## src/rtd_scale_pkg.sv

```systemverilog
// Operation
// - Bit 15 of each channel's configuration word enables or disables that channel.
// - Only enabled channels are scanned; disabled channels are skipped entirely.
// - A channel newly enabled is recalibrated before any measured data is produced.
// - A disabled channel's data word is forced to zero.
// - Bits 12 to 14 select the channel data presentation format.
// - Raw format maps range low to -32767 and range high to +32767.
// - Engineering x1: RTD in 0.1 degree steps, resistance in 0.01 ohm steps for 150 ohm, 0.1 ohm steps otherwise.
// - Engineering x10: RTD in whole degrees, resistance in 0.1 ohm steps for 150 ohm, whole ohms otherwise.
// - Engineering formats are bounded per sensor type, e.g. Pt385 x1 C -2000..8500.
// - Scaled-for-PID maps range low to 0 and range high to +16383.
// - Percent format maps the range onto 0 through +10000.
// - Bits 8 to 11 select the sensor or resistance type per channel.
// - Bit 7 picks C or F; ignored for resistance and non-engineering formats.
// - On open circuit the measured value is replaced by a substitute from bits 5-6.
// - Substitute is upper scale, lower scale, last valid value, or zero.
// - Bit 4 low enables cyclic lead compensation, once every 6 module scans.
// - Lead resistance is measured on only one channel per module update, rotating.
// - Setting bit 4 to enable then back to disable triggers one lead calibration.
// - Program-to-run change or any online channel change forces lead compensation.
// - Format codes: 000 raw, 001 eng x1, 100 eng x10, 010 PID, 011 percent.
// - Type codes 0 to 11 are RTD sensors; 12 to 15 are 150/500/1000/3000 ohm.
// - Enable bit 0 means enabled; unit bit 0 means Celsius, 1 Fahrenheit.
// - Open-circuit codes: 00 upscale, 01 downscale, 10 last state, 11 zero.
package rtd_scale_pkg;

    localparam int ADDR_W = 5;
    localparam int CH_W = 3;

    localparam logic [ADDR_W-1:0] CFG_BASE = 5'h00;
    localparam logic [ADDR_W-1:0] DATA_BASE = 5'h08;
    localparam logic [ADDR_W-1:0] STAT_ADDR = 5'h10;
    localparam logic [ADDR_W-1:0] CTRL_ADDR = 5'h11;

    localparam logic [15:0] CFG_RST = 16'h8000;
    localparam logic [15:0] DATA_RST = 16'h0000;
    localparam logic [15:0] POS_FULL = 16'hFFFF;

    localparam logic [2:0] FMT_RAW = 3'h0;
    localparam logic [2:0] FMT_ENG1 = 3'h1;
    localparam logic [2:0] FMT_ENG10 = 3'h4;
    localparam logic [2:0] FMT_PID = 3'h2;
    localparam logic [2:0] FMT_PCT = 3'h3;

    localparam logic [1:0] OC_UP = 2'h0;
    localparam logic [1:0] OC_DOWN = 2'h1;
    localparam logic [1:0] OC_LAST = 2'h2;
    localparam logic [1:0] OC_ZERO = 2'h3;

    // Channel configuration word, bit 15 first
    typedef struct packed {
        logic dis;
        logic [2:0] fmt;
        logic [3:0] typ;
        logic fahr;
        logic [1:0] oc;
        logic lead_off;
        logic unused;
        logic [2:0] filt;
    } cfg_t;

    typedef struct packed {
        logic signed [15:0] lo;
        logic signed [15:0] hi;
    } range_t;

    // Request to the converter front end
    typedef struct packed {
        logic [CH_W-1:0] chan;
        logic cal;
        logic lead;
    } conv_req_t;

    // Result from the front end: position 0 = range low, FFFF = range high
    typedef struct packed {
        logic [CH_W-1:0] chan;
        logic [15:0] pos;
        logic open_ckt;
    } sample_t;

    // Engineering bounds; x10 is the x1 table divided by ten
    function automatic range_t eng_range(input logic [3:0] typ, input logic f,
                                         input logic x10);
        range_t r;
        r = '{lo: 16'sh0000, hi: 16'sh0000};
        case (typ)
            4'h0, 4'h1, 4'h2, 4'h3:
                r = x10 ? (f ? '{-16'sd328, 16'sd1562} : '{-16'sd200, 16'sd850})
                        : (f ? '{-16'sd3280, 16'sd15620} : '{-16'sd2000, 16'sd8500});
            4'h4, 4'h5, 4'h6, 4'h7:
                r = x10 ? (f ? '{-16'sd328, 16'sd1166} : '{-16'sd200, 16'sd630})
                        : (f ? '{-16'sd3280, 16'sd11660} : '{-16'sd2000, 16'sd6300});
            4'h8, 4'h9:
                r = x10 ? (f ? '{-16'sd148, 16'sd500} : '{-16'sd100, 16'sd260})
                        : (f ? '{-16'sd1480, 16'sd5000} : '{-16'sd1000, 16'sd2600});
            4'hA:
                r = x10 ? (f ? '{-16'sd112, 16'sd500} : '{-16'sd80, 16'sd260})
                        : (f ? '{-16'sd1120, 16'sd5000} : '{-16'sd800, 16'sd2600});
            4'hB:
                r = x10 ? (f ? '{-16'sd148, 16'sd392} : '{-16'sd100, 16'sd200})
                        : (f ? '{-16'sd1480, 16'sd3920} : '{-16'sd1000, 16'sd2000});
            4'hC: r = x10 ? '{16'sd0, 16'sd1500} : '{16'sd0, 16'sd15000};
            4'hD: r = x10 ? '{16'sd0, 16'sd500} : '{16'sd0, 16'sd5000};
            4'hE: r = x10 ? '{16'sd0, 16'sd1000} : '{16'sd0, 16'sd10000};
            4'hF: r = x10 ? '{16'sd0, 16'sd3000} : '{16'sd0, 16'sd30000};
            default: r = '{lo: 16'sh0000, hi: 16'sh0000};
        endcase
        return r;
    endfunction : eng_range

    // Output span for a channel's format, type and unit
    function automatic range_t chan_range(input cfg_t c);
        range_t r;
        logic f;
        f = c.fahr & ~c.typ[3] | c.fahr & ~c.typ[2];
        case (c.fmt)
            FMT_ENG1: r = eng_range(c.typ, f, 1'b0);
            FMT_ENG10: r = eng_range(c.typ, f, 1'b1);
            FMT_PID: r = '{lo: 16'sh0000, hi: 16'sh3FFF};
            FMT_PCT: r = '{lo: 16'sh0000, hi: 16'sh2710};
            default: r = '{lo: 16'sh8001, hi: 16'sh7FFF};
        endcase
        return r;
    endfunction : chan_range

endpackage : rtd_scale_pkg

```

## src/rtd_channel_config_and_scaling.sv

```systemverilog
`timescale 1ns/100ps
module rtd_channel_config_and_scaling
    import rtd_scale_pkg::*;
#(
    parameter int NUM_CH = 6
) (
    input wire logic core_clk_i,
    input wire logic rst_b_i,
    input wire logic [ADDR_W-1:0] addr_i,
    input wire logic [15:0] wdata_i,
    input wire logic wr_i,
    input wire logic rd_i,
    output logic [15:0] rdata_o,
    output logic conv_vld_o,
    output conv_req_t conv_o,
    input wire logic smp_vld_i,
    input wire sample_t smp_i
);

    typedef enum logic {S_PICK, S_WAIT} state_t;

    state_t st_q, st_d;
    cfg_t cfg_q [NUM_CH];
    logic signed [15:0] data_q [NUM_CH];
    logic [NUM_CH-1:0] cal_pend_q, lead_pend_q, open_q;
    logic [CH_W-1:0] chan_q, rotor_q;
    logic lead_used_q, run_q;
    logic [15:0] rdata_q;
    logic conv_vld_q;
    conv_req_t conv_q;

    // Bus decode
    wire cfg_hit = addr_i[ADDR_W-1:CH_W] == CFG_BASE[ADDR_W-1:CH_W]
                   && 32'(addr_i[CH_W-1:0]) < NUM_CH;
    wire data_hit = addr_i[ADDR_W-1:CH_W] == DATA_BASE[ADDR_W-1:CH_W]
                    && 32'(addr_i[CH_W-1:0]) < NUM_CH;
    wire [CH_W-1:0] idx = addr_i[CH_W-1:0];
    wire cfg_wr = wr_i && cfg_hit;
    wire ctrl_wr = wr_i && addr_i == CTRL_ADDR;
    wire cfg_t new_cfg = cfg_t'(wdata_i);
    wire cfg_t old_cfg = cfg_q[idx];
    wire en_edge = cfg_wr && old_cfg.dis && !new_cfg.dis;
    wire cfg_change = cfg_wr && new_cfg != old_cfg;
    wire lead_trig = cfg_wr && !old_cfg.lead_off && new_cfg.lead_off;
    wire run_edge = ctrl_wr && !run_q && wdata_i[0];

    logic [15:0] rd_mux;
    always_comb begin
        rd_mux = 16'h0000;
        if (cfg_hit) begin
            rd_mux = cfg_q[idx];
        end else if (data_hit) begin
            rd_mux = data_q[idx];
        end else if (addr_i == STAT_ADDR) begin
            rd_mux = {2'h0, cal_pend_q, 2'h0, open_q};
        end else if (addr_i == CTRL_ADDR) begin
            rd_mux = {15'h0000, run_q};
        end
    end

    // Scan sequencing
    wire cfg_t cur_cfg = cfg_q[chan_q];
    wire cur_en = !cur_cfg.dis;
    wire scan_end = 32'(chan_q) == NUM_CH - 1;
    wire [CH_W-1:0] chan_nxt = scan_end ? '0 : chan_q + 3'h1;
    wire issue = st_q == S_PICK && cur_en;
    wire lead_now = !lead_used_q && (lead_pend_q[chan_q]
                    || (!cur_cfg.lead_off && rotor_q == chan_q));
    wire take = st_q == S_WAIT && smp_vld_i && smp_i.chan == chan_q;
    wire advance = (st_q == S_PICK && !cur_en) || take;
    wire scan_done = advance && scan_end;

    always_comb begin
        st_d = st_q;
        case (st_q)
            S_PICK: if (issue) st_d = S_WAIT;
            S_WAIT: if (take) st_d = S_PICK;
            default: st_d = S_PICK;
        endcase
    end

    // Scaling of the converter position onto the format span
    wire range_t rng = chan_range(cur_cfg);
    wire signed [17:0] span = 18'(rng.hi) - 18'(rng.lo);
    wire [16:0] pos_x = {1'b0, smp_i.pos} + 17'(smp_i.pos[15]);
    wire signed [35:0] prod = span * $signed({1'b0, pos_x});
    wire signed [17:0] sum = 18'(rng.lo) + $signed({1'b0, prod[33:17]}) * 18'sd2
                             + 18'(prod[16]);
    wire [15:0] scaled = sum[15:0];

    // Open-circuit substitute
    logic [15:0] sub_val;
    always_comb begin
        case (cur_cfg.oc)
            OC_UP: sub_val = rng.hi;
            OC_DOWN: sub_val = rng.lo;
            OC_LAST: sub_val = data_q[chan_q];
            default: sub_val = 16'h0000;
        endcase
    end

    wire keep = cal_pend_q[chan_q];
    wire [15:0] new_data = smp_i.open_ckt ? sub_val : scaled;

    always_ff @(posedge core_clk_i or negedge rst_b_i) begin
        if (!rst_b_i) begin
            st_q <= S_PICK;
            chan_q <= '0;
            rotor_q <= '0;
            lead_used_q <= 1'b0;
            run_q <= 1'b0;
        end else begin
            st_q <= st_d;
            chan_q <= advance ? chan_nxt : chan_q;
            if (scan_done) begin
                rotor_q <= 32'(rotor_q) == NUM_CH - 1 ? '0 : rotor_q + 3'h1;
                lead_used_q <= 1'b0;
            end else if (issue && lead_now) begin
                lead_used_q <= 1'b1;
            end
            if (ctrl_wr) run_q <= wdata_i[0];
        end
    end

    always_ff @(posedge core_clk_i or negedge rst_b_i) begin
        if (!rst_b_i) begin
            conv_vld_q <= 1'b0;
            conv_q <= '0;
            rdata_q <= 16'h0000;
        end else begin
            conv_vld_q <= issue;
            if (issue) conv_q <= '{chan: chan_q, cal: keep, lead: lead_now};
            rdata_q <= rd_i ? rd_mux : 16'h0000;
        end
    end

    for (genvar i = 0; i < NUM_CH; i++) begin : g_ch
        wire sel_w = cfg_wr && idx == CH_W'(i);
        wire here = take && chan_q == CH_W'(i);
        wire lead_clr = issue && lead_now && chan_q == CH_W'(i);
        wire lead_set = (sel_w && (cfg_change || lead_trig)) || run_edge;
        always_ff @(posedge core_clk_i or negedge rst_b_i) begin
            if (!rst_b_i) begin
                cfg_q[i] <= cfg_t'(CFG_RST);
                data_q[i] <= DATA_RST;
                cal_pend_q[i] <= 1'b0;
                lead_pend_q[i] <= 1'b0;
                open_q[i] <= 1'b0;
            end else begin
                if (sel_w) cfg_q[i] <= new_cfg;
                // Set wins over clear so a fresh enable is never lost
                // Only a sample that was asked for as calibration may clear the flag
                cal_pend_q[i] <= (cal_pend_q[i] && !(here && conv_q.cal))
                                 || (sel_w && en_edge);
                lead_pend_q[i] <= (lead_pend_q[i] && !lead_clr) || lead_set;
                if ((sel_w && new_cfg.dis) || cfg_q[i].dis) begin
                    data_q[i] <= 16'h0000;
                    open_q[i] <= 1'b0;
                end else if (here && !keep) begin
                    data_q[i] <= new_data;
                    open_q[i] <= smp_i.open_ckt;
                end
            end
        end
    end

    assign rdata_o = rdata_q;
    assign conv_vld_o = conv_vld_q;
    assign conv_o = conv_q;

    dis_zero_a: assert property (@(posedge core_clk_i) disable iff (!rst_b_i)
        cfg_wr && new_cfg.dis |=> data_q[$past(idx)] == 16'h0000)
        else $error("disabled channel data not zero");

    skip_dis_a: assert property (@(posedge core_clk_i) disable iff (!rst_b_i)
        conv_vld_q |-> $past(!cfg_q[chan_q].dis) && $past(chan_q) == conv_q.chan)
        else $error("disabled channel was scanned");

    cal_first_a: assert property (@(posedge core_clk_i) disable iff (!rst_b_i)
        en_edge |=> cal_pend_q[$past(idx)] ##0 (!conv_vld_q || conv_q.chan != $past(idx)
        || conv_q.cal))
        else $error("enabled channel not recalibrated first");

    lead_once_a: assert property (@(posedge core_clk_i) disable iff (!rst_b_i)
        conv_vld_q && conv_q.lead |-> !$past(lead_used_q))
        else $error("second lead measurement in one scan");

    raw_top_a: assert property (@(posedge core_clk_i) disable iff (!rst_b_i)
        take && !keep && !cur_cfg.dis && !smp_i.open_ckt && cur_cfg.fmt == FMT_RAW
        && smp_i.pos == POS_FULL && !cfg_wr |=> data_q[$past(chan_q)] == 16'h7FFF)
        else $error("raw full scale not 32767");

    pid_span_a: assert property (@(posedge core_clk_i) disable iff (!rst_b_i)
        take && !keep && !cur_cfg.dis && !smp_i.open_ckt && cur_cfg.fmt == FMT_PID
        && !cfg_wr |=> $signed(data_q[$past(chan_q)]) inside {[0:16383]})
        else $error("PID value out of span");

    pct_low_a: assert property (@(posedge core_clk_i) disable iff (!rst_b_i)
        take && !keep && !cur_cfg.dis && !smp_i.open_ckt && cur_cfg.fmt == FMT_PCT
        && smp_i.pos == 16'h0000 && !cfg_wr |=> data_q[$past(chan_q)] == 16'h0000)
        else $error("percent low end not zero");

    open_sub_a: assert property (@(posedge core_clk_i) disable iff (!rst_b_i)
        take && !keep && !cur_cfg.dis && smp_i.open_ckt && cur_cfg.oc == OC_UP
        && !cfg_wr |=> data_q[$past(chan_q)] == $past(rng.hi))
        else $error("open circuit upscale not applied");

    run_lead_a: assert property (@(posedge core_clk_i) disable iff (!rst_b_i)
        run_edge |=> &lead_pend_q)
        else $error("run entry did not request lead compensation");

    dis_hold_a: assert property (@(posedge core_clk_i) disable iff (!rst_b_i)
        cur_cfg.dis |-> data_q[chan_q] == 16'h0000)
        else $error("disabled channel holds data");

    raw_low_a: assert property (@(posedge core_clk_i) disable iff (!rst_b_i)
        take && !keep && !cur_cfg.dis && !smp_i.open_ckt && cur_cfg.fmt == FMT_RAW
        && smp_i.pos == 16'h0000 && !cfg_wr |=> data_q[$past(chan_q)] == 16'h8001)
        else $error("raw low end not -32767");

    pid_low_a: assert property (@(posedge core_clk_i) disable iff (!rst_b_i)
        take && !keep && !cur_cfg.dis && !smp_i.open_ckt && cur_cfg.fmt == FMT_PID
        && smp_i.pos == 16'h0000 && !cfg_wr |=> data_q[$past(chan_q)] == 16'h0000)
        else $error("PID low end not zero");

    pct_top_a: assert property (@(posedge core_clk_i) disable iff (!rst_b_i)
        take && !keep && !cur_cfg.dis && !smp_i.open_ckt && cur_cfg.fmt == FMT_PCT
        && smp_i.pos == POS_FULL && !cfg_wr |=> data_q[$past(chan_q)] == 16'h2710)
        else $error("percent top not 10000");

    open_down_a: assert property (@(posedge core_clk_i) disable iff (!rst_b_i)
        take && !keep && !cur_cfg.dis && smp_i.open_ckt && cur_cfg.oc == OC_DOWN
        && !cfg_wr |=> data_q[$past(chan_q)] == $past(rng.lo))
        else $error("open circuit downscale not applied");

    open_zero_a: assert property (@(posedge core_clk_i) disable iff (!rst_b_i)
        take && !keep && !cur_cfg.dis && smp_i.open_ckt && cur_cfg.oc == OC_ZERO
        && !cfg_wr |=> data_q[$past(chan_q)] == 16'h0000)
        else $error("open circuit zero not applied");

    cal_drop_a: assert property (@(posedge core_clk_i) disable iff (!rst_b_i)
        take && keep && !cur_cfg.dis && !cfg_wr
        |=> data_q[$past(chan_q)] == $past(data_q[chan_q]))
        else $error("calibration sample reached data word");

    eng_bound_a: assert property (@(posedge core_clk_i) disable iff (!rst_b_i)
        take && !keep && !cur_cfg.dis && !smp_i.open_ckt && !cfg_wr
        && (cur_cfg.fmt == FMT_ENG1 || cur_cfg.fmt == FMT_ENG10)
        |=> $signed(data_q[$past(chan_q)]) >= $past(rng.lo)
        && $signed(data_q[$past(chan_q)]) <= $past(rng.hi))
        else $error("engineering value out of bounds");

endmodule : rtd_channel_config_and_scaling

```

## config.mk

```make
export PLATFORM = sky130hd
export DESIGN_NAME = rtd_channel_config_and_scaling
export DESIGN_NICKNAME = d
export VERILOG_FILES = /design/src/rtd_scale_pkg.sv /design/src/rtd_channel_config_and_scaling.sv
export SDC_FILE = /design/constraint.sdc
export NUM_CORES = 1
export LEC_CHECK = 0
export CAP_MARGIN = 20
export CORE_AREA = 2 2 326 328
export DETAILED_ROUTE_END_ITERATION = 7
export DIE_AREA = 0 0 328 330
export DONT_BUFFER_PORTS = 1
export SLEW_MARGIN = 20
export SYNTH_ARGS = -nofsm -noshare
export SYNTH_HDL_FRONTEND = slang
export SYNTH_SLANG_ARGS = --single-unit
export TNS_END_PERCENT = 100
```

## constraint.sdc

```tcl
create_clock -name core_clk_i -period 35.8 [get_ports core_clk_i]
set_clock_uncertainty 0.2 [all_clocks]
set_input_delay 5.37 -clock core_clk_i [delete_from_list [all_inputs] [get_ports core_clk_i]]
set_output_delay 5.37 -clock core_clk_i [all_outputs]
set_load 0.005 [all_outputs]
```

Word-level counts from Yosys, hierarchy flattened --
Index checks and enable logic that the tools add are counted.
Word-level totals: output and inout port bits 22, logic and storage cells 346, register bits after elaboration 241
Operators by class: multipliers 1, $lt $le $gt $ge 4, mux-type cells 67, equality and inequality tests 38, reductions and logical operators 140, bitwise logic cells 8, add/subtract/negate cells 6
Operators with widths (count):
- 32-bit one-hot mux with 9 select lines | 2
- 16-bit two-way mux | 25
- 16-bit binary-select mux with 3-bit select | 4
- 32-bit one-hot mux with 4 select lines | 1
- 27-bit two-way mux | 3
- 1-bit logical AND | 79
- 28-bit two-way mux | 2
- 25-bit two-way mux | 2
- 24-bit two-way mux | 2
- 16-bit one-hot mux with 3 select lines | 1
- 4-bit == test, second input constant | 8
- 17-bit by 18-bit multiplier with 32-bit output | 1
- 1-bit logical OR | 27
- 22-bit two-way mux | 1
- 1-bit logical NOT | 19
- 1-bit two-way mux | 19
- 3-bit by 2-bit == test with 1-bit output, second input constant | 6
- 3-bit == test, second input constant | 6
- 16-bit by 1-bit adder with 17-bit output | 1
- 16-bit by 16-bit subtractor with 17-bit output | 1
- 16-bit by 1-bit adder with 16-bit output | 1
- 16-bit adder | 1
- 4-bit by 3-bit == test with 1-bit output, second input constant | 4
- 16-bit != test | 1
- other kinds (24) | 47

Logic depth before layout (Yosys ltp) --
Gate-level depths: netlist of run 1.
word-level depth 17, gate-level depth with buffers 57, mapped depth without buffers 54

Worst setup path before layout of run 1 --
Ideal clock, no wire load.
path type in2reg, start point input smp_i[1] (netlist bit), end point register data_q[13] (netlist bit), buffers on the path 0, stages on the path 36, data required time 35.533 ns, setup time 0.067 ns, data arrival time 13.639 ns, slack 21.894 ns, cell sequence ha_1 -> ha_1 -> and3_1 -> and3_1 -> xor2_1 -> nand2_1 -> fa_1 -> inv_1 -> fa_1 -> inv_1 -> fa_1 -> inv_1 -> fa_1 -> fa_1 -> inv_1 -> fa_1 -> inv_1 -> ha_1 -> nand4_1 -> a211oi_1 -> o21ai_0 -> o21ai_0 -> nor3b_1 -> nor2_1 -> o21ai_0 -> a21oi_1 -> xnor2_1 -> ha_1 -> or3_1 -> o21ai_0 -> a31oi_1 -> a21o_1 -> a21oi_1 -> xor2_1 -> o21ai_0 -> a22o_1
Between the ends: longest elaborated chain between the ends 7
RTL lines:
- from (decl) | line rtd_channel_config_and_scaling.sv:17 | input wire sample_t smp_i
- 16-bit by 1-bit adder with 17-bit output * | line rtd_channel_config_and_scaling.sv:85 | wire [16:0] pos_x = {1'b0, smp_i.pos} + 17'(smp_i.pos[15]);
- 17-bit by 18-bit multiplier with 32-bit output * | line rtd_channel_config_and_scaling.sv:86 | wire signed [35:0] prod = span * $signed({1'b0, pos_x});
- 16-bit adder | line rtd_channel_config_and_scaling.sv:87 | wire signed [17:0] sum = 18'(rng.lo) + $signed({1'b0, prod[33:17]}) * 18'sd2
- 16-bit by 1-bit adder with 16-bit output * | line rtd_channel_config_and_scaling.sv:88 | + 18'(prod[16]);
- 16-bit two-way mux * | line rtd_channel_config_and_scaling.sv:103 | wire [15:0] new_data = smp_i.open_ckt ? sub_val : scaled;
- 16-bit two-way mux * | line rtd_channel_config_and_scaling.sv:159 | end else if (here && !keep) begin
- 16-bit two-way mux * | line rtd_channel_config_and_scaling.sv:156 | if ((sel_w && new_cfg.dis) || cfg_q[i].dis) begin
- to (signal, indexed assignment) | line rtd_channel_config_and_scaling.sv:160 | data_q[i] <= new_data;
- to (decl) | line rtd_channel_config_and_scaling.sv:24 | logic signed [15:0] data_q [NUM_CH];
Mark *: on every way between the ends. The rest lies on a longest branch, timed or not. The select of a mux whose other input is x is not followed. A chain may end at the register's enable or synchronous reset.

Worst setup path in the final report of run 1 --
start point register chan_q[0], end point register data_q[29] (netlist bit)
Between the ends: longest elaborated chain between the ends 17, elaborated cells between the ends (all ways) 68
RTL lines:
- from (decl) | line rtd_channel_config_and_scaling.sv:26 | logic [CH_W-1:0] chan_q, rotor_q;
- from (signal assigned) | line rtd_channel_config_and_scaling.sv:114 | chan_q <= advance ? chan_nxt : chan_q;
- 3-bit NOT with 4-bit output (not written as such) | line rtd_channel_config_and_scaling.sv:62, rtd_channel_config_and_scaling.sv:97
- 16-bit binary-select mux with 3-bit select | line rtd_channel_config_and_scaling.sv:62 | wire cfg_t cur_cfg = cfg_q[chan_q];
- 16-bit two-way mux (not written as such) (2 in a row) | line rtd_channel_config_and_scaling.sv:62
- 1-bit NOT | line rtd_scale_pkg.sv:115 | f = c.fahr & ~c.typ[3] | c.fahr & ~c.typ[2];
- 1-bit bitwise AND | line rtd_scale_pkg.sv:115
- 1-bit bitwise OR | line rtd_scale_pkg.sv:115
- 25-bit two-way mux, or another cell as far along | line rtd_scale_pkg.sv:91 | r = x10 ? (f ? '{-16'sd328, 16'sd1166} : '{-16'sd200, 16'sd630})
- 32-bit one-hot mux with 9 select lines | line rtd_scale_pkg.sv:86 | case (typ)
- 32-bit one-hot mux with 4 select lines | line rtd_scale_pkg.sv:116 | case (c.fmt)
- 16-bit by 16-bit subtractor with 17-bit output | line rtd_channel_config_and_scaling.sv:84 | wire signed [17:0] span = 18'(rng.hi) - 18'(rng.lo);
- 17-bit by 18-bit multiplier with 32-bit output | line rtd_channel_config_and_scaling.sv:86
- 16-bit adder | line rtd_channel_config_and_scaling.sv:87
- 16-bit by 1-bit adder with 16-bit output | line rtd_channel_config_and_scaling.sv:88
- 16-bit two-way mux | line rtd_channel_config_and_scaling.sv:103
- 16-bit two-way mux | line rtd_channel_config_and_scaling.sv:159
- 16-bit two-way mux | line rtd_channel_config_and_scaling.sv:156
Several ways; a longest one is shown, not always the timed one. The select of a mux whose other input is x is not followed.

==> impl_metrics.tcl, run 1 <==
set metrics [dict create \
    ys_seq_area_frac 0.252 \
    worstPathMaxFanout 38 \
    cts-resized-gates 0 \
    cts_hold_buf 0 \
    postCtsSetupRepairBufs 0 \
    drt-initial-drc-count 1595 \
    r2r_setup_slack_ns 20.67 \
    grt_pass1_wl_um 115000 \
    ios 68 \
    drc_errors 0 \
    crit_slowest_cell "xnor2_1" \
    clk_pin_slew_worst_paths_ns 0.06 \
    htreeDepth 1 \
    clkSinkCount 241 \
    rsz0062_at_grt "false" \
    cts_tree "built" \
    fin_crit_sh 0.423 \
    max_stage_delay_ns 0.85 \
    ys_ff_latch 241 \
    synthTopCellsByArea "dfrtp_1 (25%), fa_1 (19%), ha_1 (7.2%)" \
    fin_cells 3974 \
    ys_types 86 \
    numCtsBuffers 27 \
    setup_violations 0 \
    synthArstFlopShare 1.00 \
    slew-limit-headroom 0.181 \
    drv_slew 0 \
    required_ns 36.08 \
    vias 18814 \
    synth_top_family_by_area "adder cells" \
    wire_per_inst_um 18.4 \
    synth_xor_area_frac 0.0363 \
    yosysWarnings 0 \
    port_buffers 0 \
    status "finished, final reports clean" \
    hold_path_class "register to register" \
    synth.avg_cell_area_um2 9.19 \
    synth_top_cell_area_share 0.245 \
    startpoint_type "register" \
    synth_ff_type "dfrtp_1" \
    cts_root_buffer "clkbuf_16" \
    cap_violations 0 \
    worst_ep_arrival_time_ns 15.42 \
    dp_cells 3925 \
    clock_latency_ns 0.55 \
    path_class "register to register" \
    finalSetupTns_ns 0 \
    drtAntennaViolNets 0 \
    synth_nets 3014 \
    viasPerCell 4.73 \
    wl_um 73200 \
    fp.coreArea_mm2 0.105 \
    final_nets 2970 \
    synth_fa_ha_area_frac 0.258 \
    synth_enable_flop_cells 0 \
    grt_pass1_vias 19210 \
    end_kind "register" \
    drive_gt1_frac 0.101 \
    clk_path_buf_depth 3 \
    place_ws_ns 20.23 \
    drt_first_pass_iters 6 \
    grt_max_degree 242 \
    synth_common_cells "nand2_1 (407), inv_1 (323), dfrtp_1 (235)" \
    yosys-mux-area-fraction 0.116 \
    synth_area_mm2 0.0240 \
    synth_most_common_cell "nand2_1" \
    synth_compound_area_frac 0.112 \
    timing.final.ws_setup_ns 20.67 \
    hold_violations 0 \
    max_freq_mhz 66.1 \
    initial_core_util 0.229 \
    grt.overflow.total 0 \
    placed_cell_area_mm2 0.0256 \
    post-route-cell-area_mm2 0.0265 \
    period_needed_ns 15.13 \
    cpMostUsedCell "o21ai_0" \
    grt_use_total 0.135 \
    place_hpwl_um 52500 \
    syn_to_final_growth_pct 10.4 \
    row_count 119 \
    antenna_found_initial 2 \
    synth_top_cell_by_area "dfrtp_1" \
    die_area_mm2 0.108 \
    die_h_um 330 \
    die_w_um 328 \
    syn_inst 2607 \
    worst_slew_pin_slew_ns 1.22 \
    place_congestion 0.897 \
    synthSimpleGateAreaFrac 0.153 \
]
-- per-stage QoR --
| step | hold slack (ns) | utilization |
|---|---|---|
| floorplan | 0.240 | - |
| global placement | 0.257 | 0.244 |
| detailed placement | 0.260 | 0.244 |
| CTS | 0.275 | 0.253 |
| global route | 0.285 | 0.253 |
| finish | 0.269 | 0.253 |
-- per-layer routing --
layer / vias to the layer above / routed length, µm / track usage
li1: 8524 / - / -
met1: 9419 / 31500 / 0.184
met2: 747 / 33000 / 0.216
met3: 120 / 6600 / 0.0277
met4: 4 / 2100 / 0.0403
met5: - / 23 / 0
-- registers in the layout, summed over array words and instances, names as in the netlist, 3 cells and up --
name,flops
rotor_q,3
rdata_o,16
chan_q,3
data_q,96
cal_pend_q,6
cfg_q,96
lead_pend_q,6
open_q,6
conv_o,5
-- cells in the final DEF (no fill, tap or decap), types with 11 or more instances in the layout --
cell type / Yosys / layout
a21oi_1: 88 / 87
nand2_1: 407 / 407
ha_1: 138 / 138
o22ai_1: 14 / 14
o21ai_0: 147 / 147
nor2b_1: 27 / 22
mux2_2: 72 / 72
clkbuf_16: 0 / 27
inv_1: 323 / 323
fa_1: 223 / 223
a22o_1: 36 / 36
mux2i_1: 75 / 75
a21o_1: 24 / 24
a221oi_1: 14 / 14
mux4_2: 53 / 53
xnor2_1: 64 / 64
nor2_1: 230 / 228
nand3_1: 32 / 32
buf_4: 4 / 45
dfrtp_1: 235 / 234
nand4_1: 11 / 11
nor3_1: 21 / 19
nand2b_1: 18 / 18
and2_1: 42 / 42
and3_1: 12 / 12
xor2_1: 31 / 30
-- worst max-delay path, delay by kind of cell (launching register included) --
family	cells	cell delay, ns
AO/OA/AOI/OAI	20	5.14
XOR/XNOR	2	0.93
adder cells (fa/ha/maj)	9	3.89
buffers and inverters	6	1.36
flip-flops	1	0.67
multiplexers	1	0.42
AND/OR/NAND/NOR	11	2.42
-- cell type report --
type                    instances  area, µm²
fillers                     11252      78200
multi-input cells            1922      16300
flip-flops and latches        241       6040
well taps                    1391       1740
inverters                     326       1220
clock buffers                  41        788
repair buffers                 45        338
clock inverters                 7       66.3
diodes                          1       2.50
-- kinds of logic (layout without fill, tap and decap cells) --
group           count (synthesis)  after routing
mux                           203            203
flops                         241            241
compound gates                417            417
buf+inv                       444            419
simple gates                  843            843
xor+xnor                       97             97
other cells                     1              2
fa+ha+maj                     361            361
-- final timing paths --
kind                                        from                      to  depth (start not counted)
setup reg to reg           chan_q[0]$_DFFE_PN0N_  data_q[29]$_DFFE_PN0P_                         49
min in group asynchronous                rst_b_i   open_q[5]$_DFFE_PN0P_                          0
setup / recovery           chan_q[0]$_DFFE_PN0N_  data_q[29]$_DFFE_PN0P_                         49
hold / removal             cfg_q[49]$_DFFE_PN0P_   cfg_q[49]$_DFFE_PN0P_                          2
hold reg to reg            cfg_q[49]$_DFFE_PN0P_   cfg_q[49]$_DFFE_PN0P_                          2
max in group asynchronous                rst_b_i   chan_q[0]$_DFFE_PN0N_                          0
Power of run 1 is not shown: default switching activity piles up to over one toggle a cycle in this logic, so the estimate is an artifact.
==> inputs of run 2 (changes only) <==
ABC_AREA = 1   (was unset)
CORE_AREA = 2 2 323 325   (was 2 2 326 328)
DIE_AREA = 0 0 325 327   (was 0 0 328 330)
clock period = 12.9 ns   (was 35.8 ns; I/O delays follow)
==> impl_metrics.tcl, run 2 <==
set metrics [dict create \
    port_buffers 0 \
    synth_ff_type "dfrtp_1" \
    ys_ff_latch 241 \
    timing.final.ws_setup_ns 1.08 \
    finalSetupTns_ns 0 \
    die_w_um 325 \
    drc_errors 0 \
    clock_latency_ns 0.58 \
    max_stage_delay_ns 0.52 \
    grt_pass1_vias 21378 \
    synth_area_mm2 0.0235 \
    die_h_um 327 \
    grt.overflow.total 0 \
    required_ns 13.14 \
    grt_pass1_wl_um 125000 \
    setup_violations 0 \
    dp_cells 4368 \
    synth_enable_flop_cells 0 \
    hold_path_class "register to register" \
    final_nets 3425 \
    drive_gt1_frac 0.0622 \
    slew-limit-headroom 0.243 \
    r2r_setup_slack_ns 1.08 \
    cts_root_buffer "clkbuf_16" \
    fp.coreArea_mm2 0.103 \
    ys_seq_area_frac 0.257 \
    synthArstFlopShare 1.00 \
    yosysWarnings 0 \
    clk_path_buf_depth 3 \
    path_class "register to register" \
    worst_ep_arrival_time_ns 12.06 \
    ys_types 61 \
    synth.avg_cell_area_um2 7.71 \
    worstPathMaxFanout 16 \
    grt_max_degree 242 \
    cts_tree "built" \
    clk_pin_slew_worst_paths_ns 0.06 \
    final_cell_mix "inv_1 (613), nand2_1 (610), o21ai_0 (249)" \
    place_congestion 0.903 \
    synth_nets 3459 \
    synthTopCellsByArea "dfrtp_1 (25%), fa_1 (19%), inv_1 (9.8%)" \
    initial_core_util 0.229 \
    viasPerCell 4.76 \
    rsz0062_at_grt "false" \
    numCtsBuffers 28 \
    synth_top_cell_area_share 0.250 \
    hold_violations 0 \
    cpMostUsedCell "nand2_1" \
    ios 68 \
    row_count 118 \
    vias 21023 \
    antenna_found_initial 0 \
    fin_cells 4421 \
    period_needed_ns 11.82 \
    fin_crit_sh 0.916 \
    wl_um 78800 \
    cap_violations 0 \
    syn_inst 3052 \
    status "finished, final reports clean" \
    synth_top_cell_by_area "dfrtp_1" \
    synth_most_common_cell "inv_1" \
    worst_slew_pin_slew_ns 1.12 \
    place_ws_ns 0.634 \
    final_common_cell "inv_1" \
    syn_to_final_growth_pct 11.4 \
    startpoint_type "register" \
    grt_use_total 0.148 \
    drv_slew 0 \
    die_area_mm2 0.106 \
    htreeDepth 1 \
    clkSinkCount 241 \
    postCtsSetupRepairBufs 0 \
    drt_first_pass_iters 6 \
    end_kind "register" \
    max_freq_mhz 84.6 \
    crit_slowest_cell "fa_1" \
    synth_common_cells "inv_1 (613), nand2_1 (611), o21ai_0 (251)" \
    drt-initial-drc-count 2156 \
    wire_per_inst_um 17.8 \
    drtAntennaViolNets 0 \
    place_hpwl_um 58200 \
]
==> run 2: cell type report <==
class	instances	area, µm²
clock buffer	37	785
clock inverter	14	184
multi-input combinational	2046	14600
timing repair buffer	58	435
inverter	643	2420
fill	11253	76700
sequential	241	6040
antenna	2	5.00
tap	1380	1730
==> run 2: cells by family after synthesis <==
kind of cell / share of synthesized area
and+or+nand+nor: 0.166
muxes: 0.000425
other: 0.000159
xor gates and xnor gates: 0.0220
buffers and inverters: 0.124
AOI/OAI and AO/OA: 0.167
DFF: 0.257
adders and majority gates: 0.263
==> run 2: path summary, 6_finish.rpt <==
path	startpoint	endpoint	cells past startpoint
max reg2reg	chan_q[0]$_DFFE_PN0N_	data_q[15]$_DFFE_PN0P_	59
min reg2reg	cfg_q[1]$_DFFE_PN0P_	cfg_q[1]$_DFFE_PN0P_	2
min	cfg_q[1]$_DFFE_PN0P_	cfg_q[1]$_DFFE_PN0P_	2
max	chan_q[0]$_DFFE_PN0N_	data_q[15]$_DFFE_PN0P_	59
min in group asynchronous	rst_b_i	rdata_o[15]$_DFF_PN0_	0
max in group asynchronous	rst_b_i	chan_q[0]$_DFFE_PN0N_	0
==> run 2: worst max-delay path: cells and delay by family (launching register included) <==
kind | cells | cell delay, ns
xor+xnor | 2 | 0.34
simple gates | 28 | 3.08
fa+ha+maj | 9 | 3.91
buf+inv | 6 | 0.75
flops | 1 | 0.49
compound gates | 14 | 2.86
==> run 2: per-layer routing <==
layer,vias up,part of all wire,GRT usage
met5,-,0,0
met4,0,0.034,0.0503
met3,156,0.090,0.0257
met2,950,0.45,0.237
met1,10250,0.43,0.201
li1,9667,-,-
==> run 2: metrics by stage <==
stage	util	instance area, µm²	hold WS, ns
floorplan	-	23500	0.243
global placement	0.245	25200	0.257
detailed placement	0.245	25200	0.263
CTS	0.254	26200	0.278
global route	0.255	26200	0.303
finish	0.255	26200	0.273
==> run 2: what timing repair did <==
item                                    CTS  global route
endpoints found under the setup margin    0            39
endpoints found under the hold margin     0             0
resized for setup                         0            11
hold buffers                              0             0
Power of run 2 is left out for the same reason.
==> inputs of run 3 (changes only) <==
clock period = 13.2 ns   (was 12.9 ns; I/O delays follow)
==> impl_metrics.tcl, run 3 (same netlist as run 2, synthesis figures left out) <==
set metrics [dict create \
    clk_path_buf_depth 3 \
    grt_use_total 0.147 \
    worstPathMaxFanout 14 \
    cap_violations 0 \
    vias 21093 \
    r2r-start "chan_q[2]$_DFFE_PN0N_" \
    max_stage_delay_ns 0.70 \
    grt_pass1_wl_um 124000 \
    hold_path_depth 2 \
    post-route-cell-area_mm2 0.0262 \
    fp.coreArea_mm2 0.103 \
    fin_crit_sh 0.929 \
    regArea_mm2 0.00604 \
    initial_core_util 0.229 \
    final_cell_mix "inv_1 (611), nand2_1 (609), o21ai_0 (248)" \
    end_kind "register" \
    ios 68 \
    syn_to_final_growth_pct 11.4 \
    clock_latency_ns 0.57 \
    worstSetupStartpoint "chan_q[2]$_DFFE_PN0N_" \
    setup_violations 0 \
    cts_hold_buf 0 \
    drive_gt1_frac 0.0594 \
    final_nets 3416 \
    grt_pass1_vias 21084 \
    htreeDepth 1 \
    max_freq_mhz 81.6 \
    final_common_cell "inv_1" \
    cpMostUsedCell "nand2_1" \
    port_buffers 0 \
    drc_errors 0 \
    clkSinkCount 241 \
    status "finished, final reports clean" \
    multi_input_area_mm2 0.0146 \
    worst_slew_pin_slew_ns 1.21 \
    cts_root_buffer "clkbuf_16" \
    hold_start "cfg_q[17]$_DFFE_PN0P_" \
    numCtsBuffers 29 \
    place_congestion 0.902 \
    fillers 11355 \
    r2r_cells 59 \
    r2r-end "data_q[47]$_DFFE_PN0P_" \
    hold_path_end "cfg_q[17]$_DFFE_PN0P_" \
    wire_per_inst_um 17.8 \
    period_needed_ns 12.26 \
    clk_pin_slew_worst_paths_ns 0.06 \
    cts_tree "built" \
    required_ns 13.44 \
    hold_path_class "register to register" \
    wl_um 78700 \
    row_count 118 \
    drt_first_pass_iters 8 \
    r2r_setup_slack_ns 0.94 \
    grt.overflow.total 0 \
    hold_violations 0 \
    die_w_um 325 \
    antenna_found_initial 1 \
    viasPerCell 4.78 \
    drtAntennaViolNets 0 \
    grt_max_degree 242 \
    slew-limit-headroom 0.192 \
    path_class "register to register" \
    place_hpwl_um 57100 \
    startpoint_type "register" \
    die_h_um 327 \
    worst_ep_arrival_time_ns 12.50 \
    placed_cell_area_mm2 0.0251 \
    drt-initial-drc-count 2241 \
    die_area_mm2 0.106 \
    crit_slowest_cell "dfrtp_1" \
    drv_slew 0 \
]
-- run 3: worst max-delay path by stage --
stage / end / cells past startpoint / slack, ns
floorplan: data_q[14]$_DFFE_PN0P_ / 50 / 2.63
global placement: data_q[94]$_DFFE_PN0P_ / 58 / 0.74
detailed placement: data_q[78]$_DFFE_PN0P_ / 58 / 0.65
CTS: data_q[78]$_DFFE_PN0P_ / 58 / 0.59
global route: data_q[78]$_DFFE_PN0P_ / 59 / -0.02
finish: data_q[47]$_DFFE_PN0P_ / 59 / 0.94
-- run 3: metrics by stage --
step	setup WS (ns)	util	hold slack [ns]	setup TNS, ns	std cells
after floorplan	2.63	-	0.243	0	3052
after global placement	0.744	0.244	0.255	0	4353
after detailed placement	0.652	0.244	0.263	0	4353
after CTS	0.589	0.254	0.276	0	4407
after global routing	-0.0187	0.255	0.316	-0.0344	4412
final	0.938	0.255	0.278	0	4413
-- run 3: per-layer routing --
metal  part of all wire  vias up  track usage
met2               0.45      965        0.238
li1                   -     9662            -
met5             0.0011        -      0.00577
met3              0.087      162       0.0246
met4              0.035        2       0.0483
met1               0.42    10302        0.198
-- run 3: critical path, delay by kind of cell (launching register included) --
family                   cells  cell delay [ns]
buffers and inverters        8             1.11
adder cells (fa/ha/maj)      9             3.96
flip-flops                   1             0.70
AO/OA/AOI/OAI               12             2.74
AND/OR/NAND/NOR             29             3.27
XOR/XNOR                     1             0.14
-- run 3: cell type report --
type                    count  share of cell area
inverters                 643              0.0926
repair buffers             48              0.0140
well taps                1380              0.0659
flip-flops and latches    241               0.231
multi-input cells        2046               0.558
clock inverters            12             0.00635
clock buffers              42              0.0322
diodes                      1           0.0000955
-- run 3: repair_timing --
action | in CTS | in global routing
gates resized for setup | 0 | 16
setup endpoints to repair | 0 | 54
buffers inserted | 0 | 3
endpoints found under the hold margin | 0 | 0
Power of run 3 is left out for the same reason.
